## src/hdl/hsss_pkg.sv

```systemverilog
// Shared constants, register map and state encoding of the hot-swap supply sequencer
package hsss_pkg;

	// ------------------------------------------------------------
	// Timing
	// ------------------------------------------------------------
	localparam int CLK_MHZ = 250;
	localparam int BSEL_FILTER_US = 100;
	localparam int BSEL_FILTER_CYC_DFLT = BSEL_FILTER_US * CLK_MHZ;
	localparam int FAULT_FILTER_NS = 1000;
	localparam int FAULT_FILTER_CYC_DFLT = (FAULT_FILTER_NS * CLK_MHZ + 999) / 1000;
	localparam int CLAMP_US = 500;
	localparam int CLAMP_CYC_DFLT = CLAMP_US * CLK_MHZ;

	// ------------------------------------------------------------
	// Channels and pulses
	// ------------------------------------------------------------
	localparam int NUM_CH = 4;
	localparam logic [2:0] CH_FIRST = 3'h0;
	localparam logic [2:0] CH_TOP = 3'h3;
	localparam logic [2:0] LAST_PULSE = 3'h4;
	localparam logic [3:0] DRIVE_CH1 = 4'h1;

	// ------------------------------------------------------------
	// Register map
	// ------------------------------------------------------------
	localparam int WB_ADR_W = 8;
	localparam logic [WB_ADR_W-1:0] REG_CTRL = 8'h00;
	localparam logic [WB_ADR_W-1:0] REG_STATUS = 8'h04;
	localparam logic [WB_ADR_W-1:0] REG_CAUSE = 8'h08;
	localparam int CTRL_EN_BIT = 0;
	localparam logic CTRL_EN_RST = 1'b1;

	// ------------------------------------------------------------
	// Sequencer states, Gray along the turn-on path
	// ------------------------------------------------------------
	typedef enum logic [2:0] {
		ST_IDLE = 3'h0,
		ST_RISE = 3'h1,
		ST_FALL = 3'h3,
		ST_GOOD = 3'h2,
		ST_SHUT_RISE = 3'h6,
		ST_SHUT_FALL = 3'h7,
		ST_FAULT = 3'h4
	} hsss_state_t;

endpackage

```

## src/hdl/hsss_persist_filter.sv

```systemverilog
// Per-bit persistence filter: output follows input only after a steady run
`timescale 1ns/10ps
module hsss_persist_filter #(
	parameter int WIDTH = 1,
	parameter int COUNT = 1,
	parameter logic [WIDTH-1:0] RST_VAL = {WIDTH{1'b0}}
) (
	input wire logic clk_i,
	input wire logic rst_i,
	input wire logic [WIDTH-1:0] raw_i,
	output wire logic [WIDTH-1:0] filt_o
);

	localparam int CW = $clog2(COUNT + 1);

	generate
		if (COUNT < 1 || WIDTH < 1) begin : g_bad
			$error("hsss_persist_filter: COUNT and WIDTH must be at least 1");
		end
	endgenerate

	// ------------------------------------------------------------
	// One counter per bit; any glitch back restarts the run
	// ------------------------------------------------------------
	genvar b;
	generate
		for (b = 0; b < WIDTH; b++) begin : g_bit
			logic [CW-1:0] cnt_q;
			logic filt_q;
			wire differs = raw_i[b] != filt_q;
			wire done = cnt_q == CW'(COUNT - 1);
			always_ff @(posedge clk_i) begin
				if (rst_i) begin
					cnt_q <= '0;
					filt_q <= RST_VAL[b];
				end else if (differs && done) begin
					cnt_q <= '0;
					filt_q <= raw_i[b];
				end else if (differs) begin
					cnt_q <= cnt_q + CW'(1);
				end else begin
					cnt_q <= '0;
				end
			end
			assign filt_o[b] = filt_q;
		end
	endgenerate

endmodule

```

## src/hdl/hsss_sequencer.sv

```systemverilog
// Turn-on, turn-off and fault latch sequencer for four hot-swap rails
//
// Added by the designer: the address map and the Wishbone register port.
`timescale 1ns/10ps

module hsss_sequencer
	import hsss_pkg::*;
#(
	parameter int BSEL_FILTER_CYC = BSEL_FILTER_CYC_DFLT,
	parameter int FAULT_FILTER_CYC = FAULT_FILTER_CYC_DFLT,
	parameter int CLAMP_CYC = CLAMP_CYC_DFLT
) (
	input wire logic clk_i,
	input wire logic rst_i,
	input wire logic wb_cyc_i,
	input wire logic wb_stb_i,
	input wire logic wb_we_i,
	input wire logic [WB_ADR_W-1:0] wb_adr_i,
	input wire logic [3:0] wb_sel_i,
	input wire logic [31:0] wb_dat_i,
	output logic [31:0] wb_dat_o,
	output logic wb_ack_o,
	input wire logic board_select_n_i,
	input wire logic [NUM_CH-1:0] rail_supply_ok_i,
	input wire logic [NUM_CH-1:0] voltage_window_fault_i,
	input wire logic [NUM_CH-1:0] overcurrent_i,
	input wire logic [NUM_CH-1:0] rail_discharged_i,
	input wire logic ramp_upper_i,
	input wire logic ramp_lower_i,
	input wire logic ramp_peak_i,
	output logic [NUM_CH-1:0] pass_switch_drive_o,
	output logic [NUM_CH-1:0] fault_monitor_en_o,
	output logic ramp_charge_o,
	output logic ramp_discharge_o,
	output logic ramp_fast_o,
	output logic ramp_clamp_o,
	output logic peak_current_limit_sel_o,
	output logic power_good_n_o,
	output logic fault_latched_o
);

	localparam int CLW = $clog2(CLAMP_CYC + 1);

	generate
		if (NUM_CH != 4 || CLAMP_CYC < 1 || BSEL_FILTER_CYC < 1 || FAULT_FILTER_CYC < 1) begin : g_bad
			$error("hsss_sequencer: four channels and non-zero timing counts required");
		end
	endgenerate

	// ------------------------------------------------------------
	// Input filters
	// ------------------------------------------------------------
	logic sel_n_f;
	logic [2*NUM_CH-1:0] flt_f;

	hsss_persist_filter #(.WIDTH(1), .COUNT(BSEL_FILTER_CYC), .RST_VAL(1'b1)) u_sel_filt (
		.clk_i(clk_i),
		.rst_i(rst_i),
		.raw_i(board_select_n_i),
		.filt_o(sel_n_f)
	);

	hsss_persist_filter #(.WIDTH(2*NUM_CH), .COUNT(FAULT_FILTER_CYC)) u_flt_filt (
		.clk_i(clk_i),
		.rst_i(rst_i),
		.raw_i({overcurrent_i, voltage_window_fault_i}),
		.filt_o(flt_f)
	);

	// ------------------------------------------------------------
	// State and register declarations
	// ------------------------------------------------------------
	hsss_state_t state_q, state_d;
	logic [2:0] ch_q, ch_d;
	logic [NUM_CH-1:0] drive_q, drive_d;
	logic [NUM_CH-1:0] mon_q, mon_d;
	logic pg_n_q, pg_n_d;
	logic charge_q, discharge_q, fast_q, clamp_q, peak_q;
	logic fault_q;
	logic [CLW-1:0] clamp_cnt_q, clamp_cnt_d;
	logic [NUM_CH-1:0] cause_q;
	logic ctrl_en_q;
	logic [31:0] rdata_q;
	logic ack_q;

	// ------------------------------------------------------------
	// Fault and sequence decode
	// ------------------------------------------------------------
	wire [NUM_CH-1:0] volt_flt = flt_f[NUM_CH-1:0] & mon_q;
	wire [NUM_CH-1:0] oc_flt = flt_f[2*NUM_CH-1:NUM_CH] & drive_q;
	wire [NUM_CH-1:0] fault_vec = volt_flt | oc_flt;
	wire fault_hit = |fault_vec;
	wire powered = state_q != ST_IDLE && state_q != ST_FAULT;
	wire all_ok = &rail_supply_ok_i;
	wire start_ok = !sel_n_f && all_ok && ctrl_en_q;
	wire ch_is_last = ch_q == LAST_PULSE;
	wire [1:0] ch_lo = ch_q[1:0];
	wire [2:0] ch_up = ch_q + 3'h1;
	wire [2:0] ch_dn = ch_is_last ? CH_TOP : ch_q - 3'h1;
	// Channel 4 load is not watched on the way down; it only waits for the pulse
	wire shut_step_ok = ramp_lower_i && (ch_is_last || ch_q == CH_TOP || rail_discharged_i[ch_lo]);

	// ------------------------------------------------------------
	// Next-state logic
	// ------------------------------------------------------------
	always_comb begin
		state_d = state_q;
		ch_d = ch_q;
		drive_d = drive_q;
		mon_d = mon_q;
		pg_n_d = pg_n_q;
		unique case (state_q)
			ST_IDLE: begin
				drive_d = '0;
				mon_d = '0;
				pg_n_d = 1'b1;
				if (start_ok) begin
					state_d = ST_RISE;
					ch_d = CH_FIRST;
					drive_d = DRIVE_CH1;
				end
			end
			ST_RISE: begin
				if (sel_n_f) begin
					state_d = ST_IDLE;
					drive_d = '0;
					mon_d = '0;
				end else if (ramp_upper_i) begin
					state_d = ST_FALL;
				end
			end
			ST_FALL: begin
				if (sel_n_f) begin
					state_d = ST_IDLE;
					drive_d = '0;
					mon_d = '0;
				end else if (ramp_lower_i && ch_is_last) begin
					state_d = ST_GOOD;
					pg_n_d = 1'b0;
				end else if (ramp_lower_i) begin
					state_d = ST_RISE;
					ch_d = ch_up;
					mon_d[ch_lo] = 1'b1;
					if (ch_q < CH_TOP) begin
						drive_d[ch_lo + 2'h1] = 1'b1;
					end
				end
			end
			ST_GOOD: begin
				if (sel_n_f) begin
					state_d = ST_SHUT_RISE;
					pg_n_d = 1'b1;
					ch_d = LAST_PULSE;
					mon_d[CH_TOP[1:0]] = 1'b0;
				end
			end
			ST_SHUT_RISE: begin
				if (ramp_upper_i) begin
					state_d = ST_SHUT_FALL;
				end
			end
			ST_SHUT_FALL: begin
				if (shut_step_ok) begin
					if (!ch_is_last) begin
						drive_d[ch_lo] = 1'b0;
					end
					if (ch_q == CH_FIRST) begin
						state_d = ST_IDLE;
					end else begin
						state_d = ST_SHUT_RISE;
						ch_d = ch_dn;
						if (ch_dn != CH_FIRST) begin
							mon_d[ch_dn[1:0] - 2'h1] = 1'b0;
						end
					end
				end
			end
			ST_FAULT: begin
				drive_d = '0;
				mon_d = '0;
				pg_n_d = 1'b1;
				if (sel_n_f) begin
					state_d = ST_IDLE;
				end
			end
		endcase
		if (powered && fault_hit) begin
			state_d = ST_FAULT;
			drive_d = '0;
			mon_d = '0;
			pg_n_d = 1'b1;
		end
	end

	// Clamp timer restarts on every turn-on ramp pulse of a real rail
	wire entering_rise = state_d == ST_RISE && state_q != ST_RISE;
	always_comb begin
		clamp_cnt_d = '0;
		if (entering_rise && ch_d != LAST_PULSE) begin
			clamp_cnt_d = CLW'(CLAMP_CYC);
		end else if (state_d == ST_RISE && clamp_cnt_q != '0) begin
			clamp_cnt_d = clamp_cnt_q - CLW'(1);
		end
	end

	wire pulse_state_d = state_d inside {ST_RISE, ST_FALL, ST_SHUT_RISE, ST_SHUT_FALL};
	wire charge_d = state_d == ST_RISE || state_d == ST_SHUT_RISE;
	wire discharge_d = state_d == ST_FALL || state_d == ST_SHUT_FALL;
	wire fast_d = (pulse_state_d && ch_d == LAST_PULSE) || state_d == ST_SHUT_RISE;
	wire clamp_d = state_d == ST_RISE && clamp_cnt_d != '0;
	// Peak reference stays once the slope reaches it within a turn-on pulse
	wire peak_d = discharge_d || (state_d == ST_RISE && state_q == ST_RISE && (peak_q || ramp_peak_i));

	always_ff @(posedge clk_i) begin
		if (rst_i) begin
			state_q <= ST_IDLE;
			ch_q <= CH_FIRST;
			drive_q <= '0;
			mon_q <= '0;
			pg_n_q <= 1'b1;
			charge_q <= 1'b0;
			discharge_q <= 1'b0;
			fast_q <= 1'b0;
			clamp_q <= 1'b0;
			peak_q <= 1'b0;
			fault_q <= 1'b0;
			clamp_cnt_q <= '0;
		end else begin
			state_q <= state_d;
			ch_q <= ch_d;
			drive_q <= drive_d;
			mon_q <= mon_d;
			pg_n_q <= pg_n_d;
			charge_q <= charge_d;
			discharge_q <= discharge_d;
			fast_q <= fast_d;
			clamp_q <= clamp_d;
			peak_q <= peak_d;
			fault_q <= state_d == ST_FAULT;
			clamp_cnt_q <= clamp_cnt_d;
		end
	end

	// Cause holds the channels that tripped until the latch is released
	always_ff @(posedge clk_i) begin
		if (rst_i) begin
			cause_q <= '0;
		end else if (powered && fault_hit) begin
			cause_q <= fault_vec;
		end else if (state_q == ST_FAULT && sel_n_f) begin
			cause_q <= '0;
		end
	end

	// ------------------------------------------------------------
	// Wishbone slave, one wait state, unmapped reads as zero
	// ------------------------------------------------------------
	wire wb_req = wb_cyc_i && wb_stb_i && !ack_q;
	wire hit_ctrl = wb_adr_i == REG_CTRL;
	wire hit_status = wb_adr_i == REG_STATUS;
	wire hit_cause = wb_adr_i == REG_CAUSE;
	wire ctrl_wr = wb_req && wb_we_i && hit_ctrl && wb_sel_i[0];
	wire [31:0] ctrl_word = {31'h0, ctrl_en_q};
	wire [31:0] status_word = {13'h0, sel_n_f, state_q == ST_FAULT, pg_n_q, mon_q, drive_q, 1'b0, ch_q, 1'b0, state_q};
	wire [31:0] cause_word = {28'h0, cause_q};
	wire [31:0] rdata_d = hit_ctrl ? ctrl_word : hit_status ? status_word : hit_cause ? cause_word : 32'h0;

	always_ff @(posedge clk_i) begin
		if (rst_i) begin
			ack_q <= 1'b0;
			rdata_q <= 32'h0;
			ctrl_en_q <= CTRL_EN_RST;
		end else begin
			ack_q <= wb_req;
			rdata_q <= (wb_req && !wb_we_i) ? rdata_d : 32'h0;
			if (ctrl_wr) begin
				ctrl_en_q <= wb_dat_i[CTRL_EN_BIT];
			end
		end
	end

	// ------------------------------------------------------------
	// Outputs
	// ------------------------------------------------------------
	assign wb_ack_o = ack_q;
	assign wb_dat_o = rdata_q;
	assign pass_switch_drive_o = drive_q;
	assign fault_monitor_en_o = mon_q;
	assign ramp_charge_o = charge_q;
	assign ramp_discharge_o = discharge_q;
	assign ramp_fast_o = fast_q;
	assign ramp_clamp_o = clamp_q;
	assign peak_current_limit_sel_o = peak_q;
	assign power_good_n_o = pg_n_q;
	assign fault_latched_o = fault_q;

	// ------------------------------------------------------------
	// Assertions
	// ------------------------------------------------------------
	property p_no_start_out_of_window;
		@(posedge clk_i) disable iff (rst_i) (state_q == ST_IDLE && !all_ok) |=> (state_q == ST_IDLE && drive_q == '0);
	endproperty
	a_no_start_out_of_window: assert property (p_no_start_out_of_window) else $error("rail started with supply out of window");

	property p_start_ch1;
		@(posedge clk_i) disable iff (rst_i) (state_q == ST_IDLE && start_ok) |=> (state_q == ST_RISE && drive_q == DRIVE_CH1 && charge_q);
	endproperty
	a_start_ch1: assert property (p_start_ch1) else $error("turn-on did not start on channel 1");

	property p_rise_to_fall;
		@(posedge clk_i) disable iff (rst_i) (state_q == ST_RISE && ramp_upper_i && !sel_n_f && !fault_hit) |=> (state_q == ST_FALL && discharge_q && !charge_q && peak_q);
	endproperty
	a_rise_to_fall: assert property (p_rise_to_fall) else $error("upper threshold did not start discharge");

	property p_advance;
		@(posedge clk_i) disable iff (rst_i) (state_q == ST_FALL && ramp_lower_i && !ch_is_last && !sel_n_f && !fault_hit)
			|=> (state_q == ST_RISE && ch_q == $past(ch_q) + 3'h1 && mon_q[$past(ch_lo)]);
	endproperty
	a_advance: assert property (p_advance) else $error("pulse end did not advance and arm monitoring");

	property p_fault_off;
		@(posedge clk_i) disable iff (rst_i) (powered && fault_hit) |=> (drive_q == '0 && pg_n_q && state_q == ST_FAULT) [*2];
	endproperty
	a_fault_off: assert property (p_fault_off) else $error("fault did not shut all rails");

	property p_fault_latched;
		@(posedge clk_i) disable iff (rst_i) (state_q == ST_FAULT && !sel_n_f) |=> state_q == ST_FAULT;
	endproperty
	a_fault_latched: assert property (p_fault_latched) else $error("fault latch released while selected");

	property p_fifth_fast;
		@(posedge clk_i) disable iff (rst_i) (state_q inside {ST_RISE, ST_FALL} && ch_is_last) |-> (ramp_fast_o && drive_q == 4'hF && !clamp_q);
	endproperty
	a_fifth_fast: assert property (p_fifth_fast) else $error("fifth pulse not fast");

	property p_power_good;
		@(posedge clk_i) disable iff (rst_i) $fell(pg_n_q) |-> ($past(state_q) == ST_FALL && $past(ch_q) == LAST_PULSE && mon_q == 4'hF);
	endproperty
	a_power_good: assert property (p_power_good) else $error("power-good asserted early");

	property p_clamp_first;
		@(posedge clk_i) disable iff (rst_i) (state_q != ST_RISE ##1 state_q == ST_RISE && !ch_is_last) |-> clamp_q;
	endproperty
	a_clamp_first: assert property (p_clamp_first) else $error("rail pulse began unclamped");

	property p_reverse_off;
		@(posedge clk_i) disable iff (rst_i) (state_q == ST_SHUT_FALL && shut_step_ok && !ch_is_last && !fault_hit)
			|=> (drive_q[$past(ch_lo)] == 1'b0 && pg_n_q);
	endproperty
	a_reverse_off: assert property (p_reverse_off) else $error("shutdown step left channel on");

endmodule

```

## config.mk

```make
export PLATFORM = sky130hd
export DESIGN_NAME = hsss_sequencer
export DESIGN_NICKNAME = d
export VERILOG_FILES = /design/src/hdl/hsss_pkg.sv /design/src/hdl/hsss_persist_filter.sv /design/src/hdl/hsss_sequencer.sv
export SDC_FILE = /design/constraint.sdc
export NUM_CORES = 1
export LEC_CHECK = 0
export ABC_CLOCK_PERIOD_IN_PS = 6600
export BUFFER_PORTS_ARGS = -buffer_cell sky130_fd_sc_hd__buf_2
export CORE_MARGIN = 5
export CORE_UTILIZATION = 50
export DETAILED_ROUTE_END_ITERATION = 10
export PLACE_DENSITY = 0.82
export SLEW_MARGIN = 10
export SYNTH_ARGS = -nofsm -noshare
export SYNTH_HDL_FRONTEND = slang
export SYNTH_SLANG_ARGS = --single-unit
```

## constraint.sdc

```tcl
create_clock -name clk_i -period 6.6 [get_ports clk_i]
set_input_delay 1.32 -clock clk_i [delete_from_list [all_inputs] [get_ports clk_i]]
set_output_delay 1.32 -clock clk_i [all_outputs]
set_load 0.02 [all_outputs]
```

==> impl_metrics.yaml, run 1 <==
synthesis:
  synthAdderAreaFrac_pct: 4.639
  synth_top_cell_area_share_pct: 42.82
  yosysMostFrequentCell: "dfxtp_1"
  synthTopCellsByArea: "dfxtp_1 43%, nor2_1 8.0%, xnor2_1 6.0%, ha_1 4.6%, xor2_1 4.6%"
  synth_edf_count: 0
  async_flop_share_pct: 0
  synth-seq-cells: 150
  yosys.area_share.simple_pct: 25.14
  yosys.area_share.xor_xnor_pct: 10.62
  ys_seq_area_share_pct: 42.82
  synth_top_family_by_area: "simple AND/OR/NAND/NOR gates"
  synthesis.area_um2: 7013
  yosysTopAreaCell: "dfxtp_1"
  synth_common_cells: "150 x dfxtp_1, 149 x nor2_1, 51 x nand2_1"
  syn_avg_cell_area_um2: 8.755
  synthMuxAreaShare_pct: 2.409
  yosysWarnings: 0
  synth_cells: 801
  synthDistinctLibCells: 66
  synth_compound_area_share_pct: 9.349
  ys.flop_type: "dfxtp_1"
floorplanning:
  die_h_um: 128.4
  die_w_um: 128.4
  fp-row-count: 43
  die_area_um2: 16490
  core-area_um2: 13830
  start_util_pct: 50.72
  io_pins: 117
drt:
  wl_um: 14550
  first_pass_iters: 5
  vias: 5505
  via_per_inst: 5.283
  drc: 0
  wl_per_cell_um: 13.96
  ant_nets: 0
  initialDrtViolationCount: 331
cts:
  cts_tree: "done"
  clk_pin_slew_ns: 0.06
  worstSkewPairLatency_ns: 0.43
  cts_buffers: 17
  h-tree-depth: 4
  cts.sink_count: 150
  clock-root-buffer: "clkbuf_16"
  cts_hold_buf: 0
  cts_resized: 0
  cts_setup_buffers: 0
  cts_buffer_depth: 2
global_routing:
  grt_max_degree: 35
  grt-ovfl-total: 0
  grt_pass1_wl_um: 24290
  antenna_found_initial: 1
  grt.total_usage_pct: 18.08
  grt_pass1_vias: 5311
worst_setup_path:
  required_ns: 6.87
  critPathLaunchType: "flip-flop"
  critPathBufInv: 1
  crit_chain: "inv_1 > ha_1 > mux2_4 > a22o_4 > nor3_4 > o21bai_1 > or3_4 > a211oi_4 > nor3_1"
  cpMaxStageDelayCell: "dfxtp_1"
  cp.arrival_ns: 3.62
  cp-end-kind: "flip-flop"
  critPathKind: "reg -> reg"
  crit_path_max_incr_delay_ns: 0.55
  critPathTopFamily: "compound AO/OA/AOI/OAI gates"
  worstPathMaxFanout: 15
sta:
  setup_viol_count_final: 0
  clock.fmax_mhz: 298.5
  rsz0062_at_grt: "false"
  finalCritPeriodShare_pct: 50.76
  maxSlewHeadroom_pct: 33.51
  hold_viol_final: 0
  slew_violations: 0
  tightest_slew_ns: 0.9953
  fin_worst_skew_ns: 0.02226
  finalCriticalPeriod_ns: 3.350
  fin_tns_setup_ns: 0
place:
  dp.cells: 1011
  dpl.hpwl_um: 9958
  io_buffers: 68
  place.gp.congestion: 0.8751
  place_area_um2: 7338
power:
  power.leakage_nw: 3.139
  p_total_w: 0.001967
  power_density_nw_per_um2: 247.2
  max-vdd-ir-drop_mv: 0.1945
cells_and_area:
  num_antenna_cells: 0
  utilization_pct: 57.55
  stdcell_count: 1042
  fillerInstances: 1174
  area_delta_synth_final_pct: 13.47
  fin_area_um2: 7958
  nets: 945
  drive_gt1_share_pct: 13.92
run:
  cap_violations: 0
status:
  status: "completed"
worst_hold_path:
  hp-class: "reg -> reg"
per-stage QoR:
| stage | hold WS, ns | setup WS [ns] |
|---|---|---|
| 6_report | 0.4557 | 3.250 |
| 2_1_floorplan | 0.4101 | 3.461 |
| 4_1_cts | 0.4527 | 3.231 |
| 3_5_place_dp | 0.4427 | 3.112 |
| 3_3_place_gp | 0.4436 | 3.114 |
| 5_1_grt | 0.4799 | 3.046 |
cell families after synthesis:
group                      count (synthesis)
buffers and inverters                     67
DFF                                      150
and+or+nand+nor                          361
xor gates and xnor gates                  85
adders and majority gates                 26
other                                      1
muxes                                     16
AOI/OAI and AO/OA                         95
worst reg2reg max path, cell delays in order, from the launching register on:
cell,delay [ns]
dfxtp_1,0.55
inv_1,0.22
ha_1,0.44
mux2_4,0.35
a22o_4,0.28
nor3_4,0.22
o21bai_1,0.18
or3_4,0.37
a211oi_4,0.47
nor3_1,0.12
per-layer routing:
layer / up-vias / track usage (%) / wire [um]
li1: 2786 / - / -
met1: 2536 / 21.96 / 6328
met2: 157 / 30.46 / 7133
met3: 24 / 5.521 / 835
met4: 2 / 6.242 / 234
met5: - / 0 / 13
flip-flops by register name, summed over array words and instances, names as in the netlist, 3 cells and up:
name,flops
u_flt_filt.g_bit.cnt_q,64
wb_dat_o,18
clamp_cnt_q,17
u_sel_filt.g_bit.cnt_q,15
u_flt_filt.g_bit.filt_q,8
cause_q,4
fault_monitor_en_o,4
pass_switch_drive_o,4
ch_q,3
state_q,3
power by group:
group	leakage (nW)	internal, W	switching, W
clock	0.306	0.000643	0.000353
combinational	1.62	0.0000189	0.0000355
sequential	1.21	0.000911	0.00000555
total	3.14	0.00157	0.000394
area by class of cell:
type / instances / area (um2) / share of cell area [%]
inverters: 16 / 60.06 / 0.7547
multi-input cells: 597 / 3710 / 46.62
flip-flops and latches: 150 / 3003 / 37.74
well taps: 180 / 225.2 / 2.830
repair buffers: 68 / 340.3 / 4.277
clock buffers: 24 / 501.7 / 6.305
clock inverters: 7 / 117.6 / 1.478
layout by cell type, fill, tap and decap left out, drive strengths merged, types with 4 or more instances in the layout:
cell type / instances
inv: 16
nand3: 42
and3: 15
nor3: 22
nor2b: 9
a21oi: 26
nor2: 151
buf: 68
and2: 15
nand2b: 6
mux2i: 12
dfxtp: 150
conb: 14
clkbuf: 24
nand2: 51
a211oi: 7
a22oi: 7
nor4: 8
xor2: 37
xnor2: 48
nand3b: 9
a31oi: 6
o21ai: 21
clkinv: 4
mux2: 4
or3: 13
ha: 26
path summary, 6_finish.rpt:
check | to | start | slack [ns] | depth (start not counted)
hold / removal | wb_dat_o[3] | cause_q[3] | 0.46 | 2
setup / recovery | clamp_cnt_q[7] | ch_q[0] | 3.25 | 9
setup reg to reg | clamp_cnt_q[7] | ch_q[0] | 3.25 | 9
hold reg to reg | wb_dat_o[3] | cause_q[3] | 0.46 | 2
No activity file was read; power rests on OpenSTA's default activity.
==> run 2, diff against run 1 <==
--- a/config.mk
+++ b/config.mk
@@ -5,7 +5,7 @@
 export SDC_FILE = /design/constraint.sdc
 export NUM_CORES = 1
 export LEC_CHECK = 0
-export ABC_CLOCK_PERIOD_IN_PS = 6600
+export ABC_CLOCK_PERIOD_IN_PS = 3090
 export BUFFER_PORTS_ARGS = -buffer_cell sky130_fd_sc_hd__buf_2
 export CORE_MARGIN = 5
 export CORE_UTILIZATION = 50
==> constraint.sdc (replaced) <==
create_clock -name clk_i -period 3.09 [get_ports clk_i]
set_input_delay 0.618 -clock clk_i [delete_from_list [all_inputs] [get_ports clk_i]]
set_output_delay 0.618 -clock clk_i [all_outputs]
set_load 0.02 [all_outputs]
==> run 2 against run 1 <==
Effect of this change: count of clock-buffer cells in the layout is 3 lower; fmax increased by 20%; worst hold slack worse by 0.029 ns; highest routed layer unchanged; first-iteration DRC count rose by 2.4%; sequential share of layout area decreased by 0.48 points; final cell count up 1.3%; largest cell class unchanged; clock power is 110% higher; register-to-register slack got worse by 2.9 ns; via count fell by 0.38%; wire length fell by 3.6%; sequential power increased by 110%; utilization up 0.74 points.
==> impl_metrics.yaml, run 2 (synthesized netlist as in run 1, its figures left out) <==
status:
  status: "completed"
worst_setup_path:
  critPathLaunchType: "flip-flop"
  reg2reg_depth: 9
  r2r_slack_ns: 0.31
  cp.arrival_ns: 3.06
  required_ns: 3.36
  critPathKind: "reg -> reg"
  worstPathMaxFanout: 10
  cp-end-kind: "flip-flop"
place:
  place_ws_ns: 0.3000
  dp.cells: 1024
  io_buffers: 68
  place.gp.congestion: 0.8715
  dpl.hpwl_um: 9935
power:
  p_total_w: 0.004208
  power.leakage_nw: 3.206
  power_density_nw_per_um2: 522.1
  max-vdd-ir-drop_mv: 0.4056
drt:
  initialDrtViolationCount: 339
  ant_nets: 0
  via_per_inst: 5.193
  vias: 5484
  wl_per_cell_um: 13.27
  drc: 0
  wl_um: 14020
  first_pass_iters: 7
cts:
  cts.sink_count: 150
  cts_setup_buffers: 0
  cts_buffers: 17
  clock-root-buffer: "clkbuf_16"
  h-tree-depth: 4
  cts_resized: 0
  cts_tree: "done"
  worstSkewPairLatency_ns: 0.42
  cts_buffer_depth: 2
  cts_hold_buf: 0
  clk_pin_slew_ns: 0.06
floorplanning:
  io_pins: 117
  fp-row-count: 43
  start_util_pct: 50.72
  die_h_um: 128.4
  die_area_um2: 16490
  die_w_um: 128.4
  core-area_um2: 13830
global_routing:
  antenna_found_initial: 1
  grt_max_degree: 34
  grt_pass1_vias: 5221
  grt.total_usage_pct: 17.60
  grt_pass1_wl_um: 23500
  grt-ovfl-total: 0
cells_and_area:
  stdcell_count: 1056
  nets: 958
  largest-register: "u_flt_filt.g_bit.cnt_q"
  final_common_cell: "dfxtp_1"
  mostFrequentLayoutCells: "150 x dfxtp_1, 149 x nor2_1, 68 x buf_2, 51 x nand2_1, 48 x xnor2_1"
  drive_gt1_share_pct: 15.53
  num_antenna_cells: 0
  fillerInstances: 1201
  area_delta_synth_final_pct: 14.93
  largest_reg_flops: 64
sta:
  fin_worst_skew_ns: 0.01088
  hold_viol_final: 0
  finalCriticalPeriod_ns: 2.784
  holdWs_ns: 0.4270
  tightest_slew_ns: 0.6426
  fin_tns_setup_ns: 0
  clock.fmax_mhz: 359.1
  finalCritPeriodShare_pct: 90.11
  rsz0062_at_grt: "false"
  setup_viol_count_final: 0
  setup_slack_ns: 0.3055
  slew_violations: 0
  maxSlewHeadroom_pct: 57.16
run:
  cap_violations: 0
worst_hold_path:
  hold_path_depth: 3
  hp-class: "in -> reg"
run 2: cell types whose count changed in the layout (fill, tap and decap cells not counted), sizes merged:
cell / previous run / this run
clkbuf: 24 / 21
clkinv: 4 / 5
buf: 68 / 81
clkinvlp: 0 / 1
inv: 16 / 18
run 2: metal layers:
metal  part of all wire (%)  routed length [um]  global-route usage, %
met4                    1.9                 261                  7.803
met2                     48                6666                  29.18
met3                    5.5                 772                  5.147
met5                  0.071                  10                      0
met1                     45                6307                  21.19
run 2: layout make-up:
class	count	area [um2]	area share, %
clock buffers	21	480.5	5.961
clock inverters	11	143.9	1.785
inverters	16	60.06	0.7451
multi-input cells	597	3710	46.03
flip-flops and latches	150	3003	37.26
well taps	180	225.2	2.794
repair buffers	81	437.9	5.433
run 2: final timing paths:
kind	from	endpoint
setup / recovery	ch_q[1]	clamp_cnt_q[4]
hold / removal	wb_dat_i[0]	ctrl_en_q
setup reg to reg	ch_q[1]	clamp_cnt_q[4]
hold reg to reg	cause_q[3]	wb_dat_o[3]
run 2: where the power goes:
group | internal (W) | switching [W] | leakage [nW]
Sequential | 0.00195 | 0.0000113 | 1.21
Combinational | 0.0000409 | 0.0000733 | 1.69
Clock | 0.00136 | 0.000780 | 0.310
run 2: worst max-delay path, cell delays in order (launching register included):
cell	delay, ns
dfxtp_1	0.41
inv_1	0.16
ha_1	0.23
mux2_4	0.27
a22o_4	0.28
nor3_4	0.21
o21bai_1	0.17
or3_4	0.37
a211oi_4	0.43
nor3_1	0.10
run 2: metrics by stage:
stage          cell area [um2]  utilization, %
2_1_floorplan             7062               -
3_3_place_gp              7436           53.78
3_5_place_dp              7436           53.78
4_1_cts                   8060           58.29
5_1_grt                   8060           58.29
6_report                  8060           58.29
==> run 3, diff against run 2 <==
--- a/config.mk
+++ b/config.mk
@@ -10,7 +10,7 @@
 export CORE_MARGIN = 5
 export CORE_UTILIZATION = 50
 export DETAILED_ROUTE_END_ITERATION = 10
-export PLACE_DENSITY = 0.82
+export PLACE_DENSITY = 0.72
 export SLEW_MARGIN = 10
 export SYNTH_ARGS = -nofsm -noshare
 export SYNTH_HDL_FRONTEND = slang
==> run 3 against run 2 <==
Effect of this change: utilization barely moved; setup slack lost 0.013 ns; combinational power about the same; critical path type unchanged.
==> impl_metrics.yaml, run 3 (synthesized netlist as in run 1, its figures left out) <==
status:
  status: "completed"
worst_setup_path:
  critPathBufInv: 1
  r2r_end: "clamp_cnt_q[1]"
  crit_chain: "inv_1 > ha_1 > mux2_4 > a22o_4 > nor3_4 > o21bai_1 > or3_4 > a211oi_4 > nor3_1"
  required_ns: 3.37
  reg2reg_depth: 9
  cp.arrival_ns: 3.08
  critPathTopFamily: "compound AO/OA/AOI/OAI gates"
  cp-end-kind: "flip-flop"
  cpMaxStageDelayCell: "a211oi_4"
  r2r-start: "ch_q[1]"
  crit_path_max_incr_delay_ns: 0.43
  worstPathMaxFanout: 10
  r2r_slack_ns: 0.29
  critPathLaunchType: "flip-flop"
  critPathKind: "reg -> reg"
floorplanning:
  core-area_um2: 13830
  die_w_um: 128.4
  io_pins: 117
  fp-row-count: 43
  die_h_um: 128.4
  die_area_um2: 16490
  start_util_pct: 50.72
power:
  comb_power_share_pct: 2.7
  power_density_nw_per_um2: 521.2
  clockPowerShare_pct: 50.6
  power_switching_w: 0.0008547
  max-vdd-ir-drop_mv: 0.3953
  p_int_w: 0.003344
  switching_share_pct: 20.36
  p_total_w: 0.004199
  p_seq_share_pct: 46.6
  power.leakage_nw: 3.200
global_routing:
  grt_pass1_wl_um: 24290
  grt_pass1_vias: 5241
  antenna_found_initial: 0
  grt_max_degree: 34
  grt-ovfl-total: 0
  grt.total_usage_pct: 18.17
cells_and_area:
  final_common_cell: "dfxtp_1"
  stdcell_count: 1057
  num_antenna_cells: 0
  mostFrequentLayoutCells: "150 x dfxtp_1, 149 x nor2_1, 68 x buf_2, 51 x nand2_1, 48 x xnor2_1"
  largest-register: "u_flt_filt.g_bit.cnt_q"
  nets: 959
  area_delta_synth_final_pct: 14.86
  largest_reg_flops: 64
  fillerInstances: 1257
  drive_gt1_share_pct: 15.17
cts:
  h-tree-depth: 4
  clk_pin_slew_ns: 0.06
  cts.sink_count: 150
  cts_buffers: 17
  clock-root-buffer: "clkbuf_16"
  worstSkewPairLatency_ns: 0.43
  cts_buffer_depth: 2
  cts_tree: "done"
  cts_hold_buf: 0
  cts_resized: 0
  cts_setup_buffers: 0
sta:
  maxSlewHeadroom_pct: 57.43
  rsz0062_at_grt: "false"
  slew_violations: 0
  setup_viol_count_final: 0
  finalCriticalPeriod_ns: 2.798
  setup_slack_ns: 0.2921
  fin_tns_setup_ns: 0
  tightest_slew_ns: 0.6385
  clock.fmax_mhz: 357.4
  fin_worst_skew_ns: 0.01256
  holdWs_ns: 0.4421
  hold_viol_final: 0
  finalCritPeriodShare_pct: 90.55
drt:
  drc: 0
  vias: 5487
  wl_um: 14330
  ant_nets: 0
  via_per_inst: 5.191
  initialDrtViolationCount: 334
  wl_per_cell_um: 13.56
  first_pass_iters: 5
place:
  io_buffers: 68
  dp.cells: 1025
  dpl.hpwl_um: 10110
  place.gp.congestion: 0.8642
  place_ws_ns: 0.2587
worst_hold_path:
  hp-class: "in -> reg"
  min_from: "board_select_n_i"
  hold_path_depth: 2
  min_to: "u_sel_filt.filt_o"
run:
  cap_violations: 0
run 3: changes by cell type in the layout (fill, tap and decap cells not counted):
cell and change:
clkbuf_1 +4, buf_4 +1, clkinv_4 -1, clkinv_2 -2, inv_6 -1
run 3: area by class of cell:
type                            count  area [um2]  share of cell area (%)
Multi-Input combinational cell    597        3710                   46.05
Sequential cell                   150        3003                   37.28
Clock buffer                       25       495.5                   6.151
Timing Repair Buffer               82       445.4                   5.530
Tap cell                          180       225.2                   2.796
Clock inverter                      7       116.4                   1.445
Inverter                           16       60.06                  0.7456
run 3: power groups by stage:
stage          clock [W]  combinational [W]  sequential, W
2_1_floorplan          0          0.0000891        0.00200
3_3_place_gp           0           0.000113        0.00200
3_5_place_dp           0           0.000115        0.00200
4_1_cts          0.00217           0.000116        0.00196
5_1_grt          0.00228           0.000130        0.00196
6_report         0.00213           0.000115        0.00196
run 3: layer usage:
| layer | vias up | share of wire [%] | GRT usage, % |
|---|---|---|---|
| li1 | 2814 | - | - |
| met1 | 2549 | 46 | 23.19 |
| met2 | 104 | 48 | 29.70 |
| met3 | 20 | 4.8 | 5.438 |
| met4 | 0 | 1.5 | 5.556 |
| met5 | - | 0 | 0 |
run 3: worst max-delay path by stage:
stage	end	depth (start not counted)	slack, ns	from
detailed placement	clamp_cnt_q[12]	9	0.26	ch_q[1]
global route	clamp_cnt_q[1]	9	0.005	ch_q[1]
finish	clamp_cnt_q[1]	9	0.29	ch_q[1]
CTS	clamp_cnt_q[1]	9	0.23	ch_q[1]
floorplan	clamp_cnt_q[2]	9	0.44	ch_q[1]
global placement	clamp_cnt_q[2]	9	0.29	ch_q[1]
run 3: metrics by stage:
stage	util [%]	cell area [um2]
floorplan	-	7062
global placement	53.83	7443
detailed placement	53.83	7443
CTS	58.26	8055
global route	58.26	8055
finish	58.26	8055
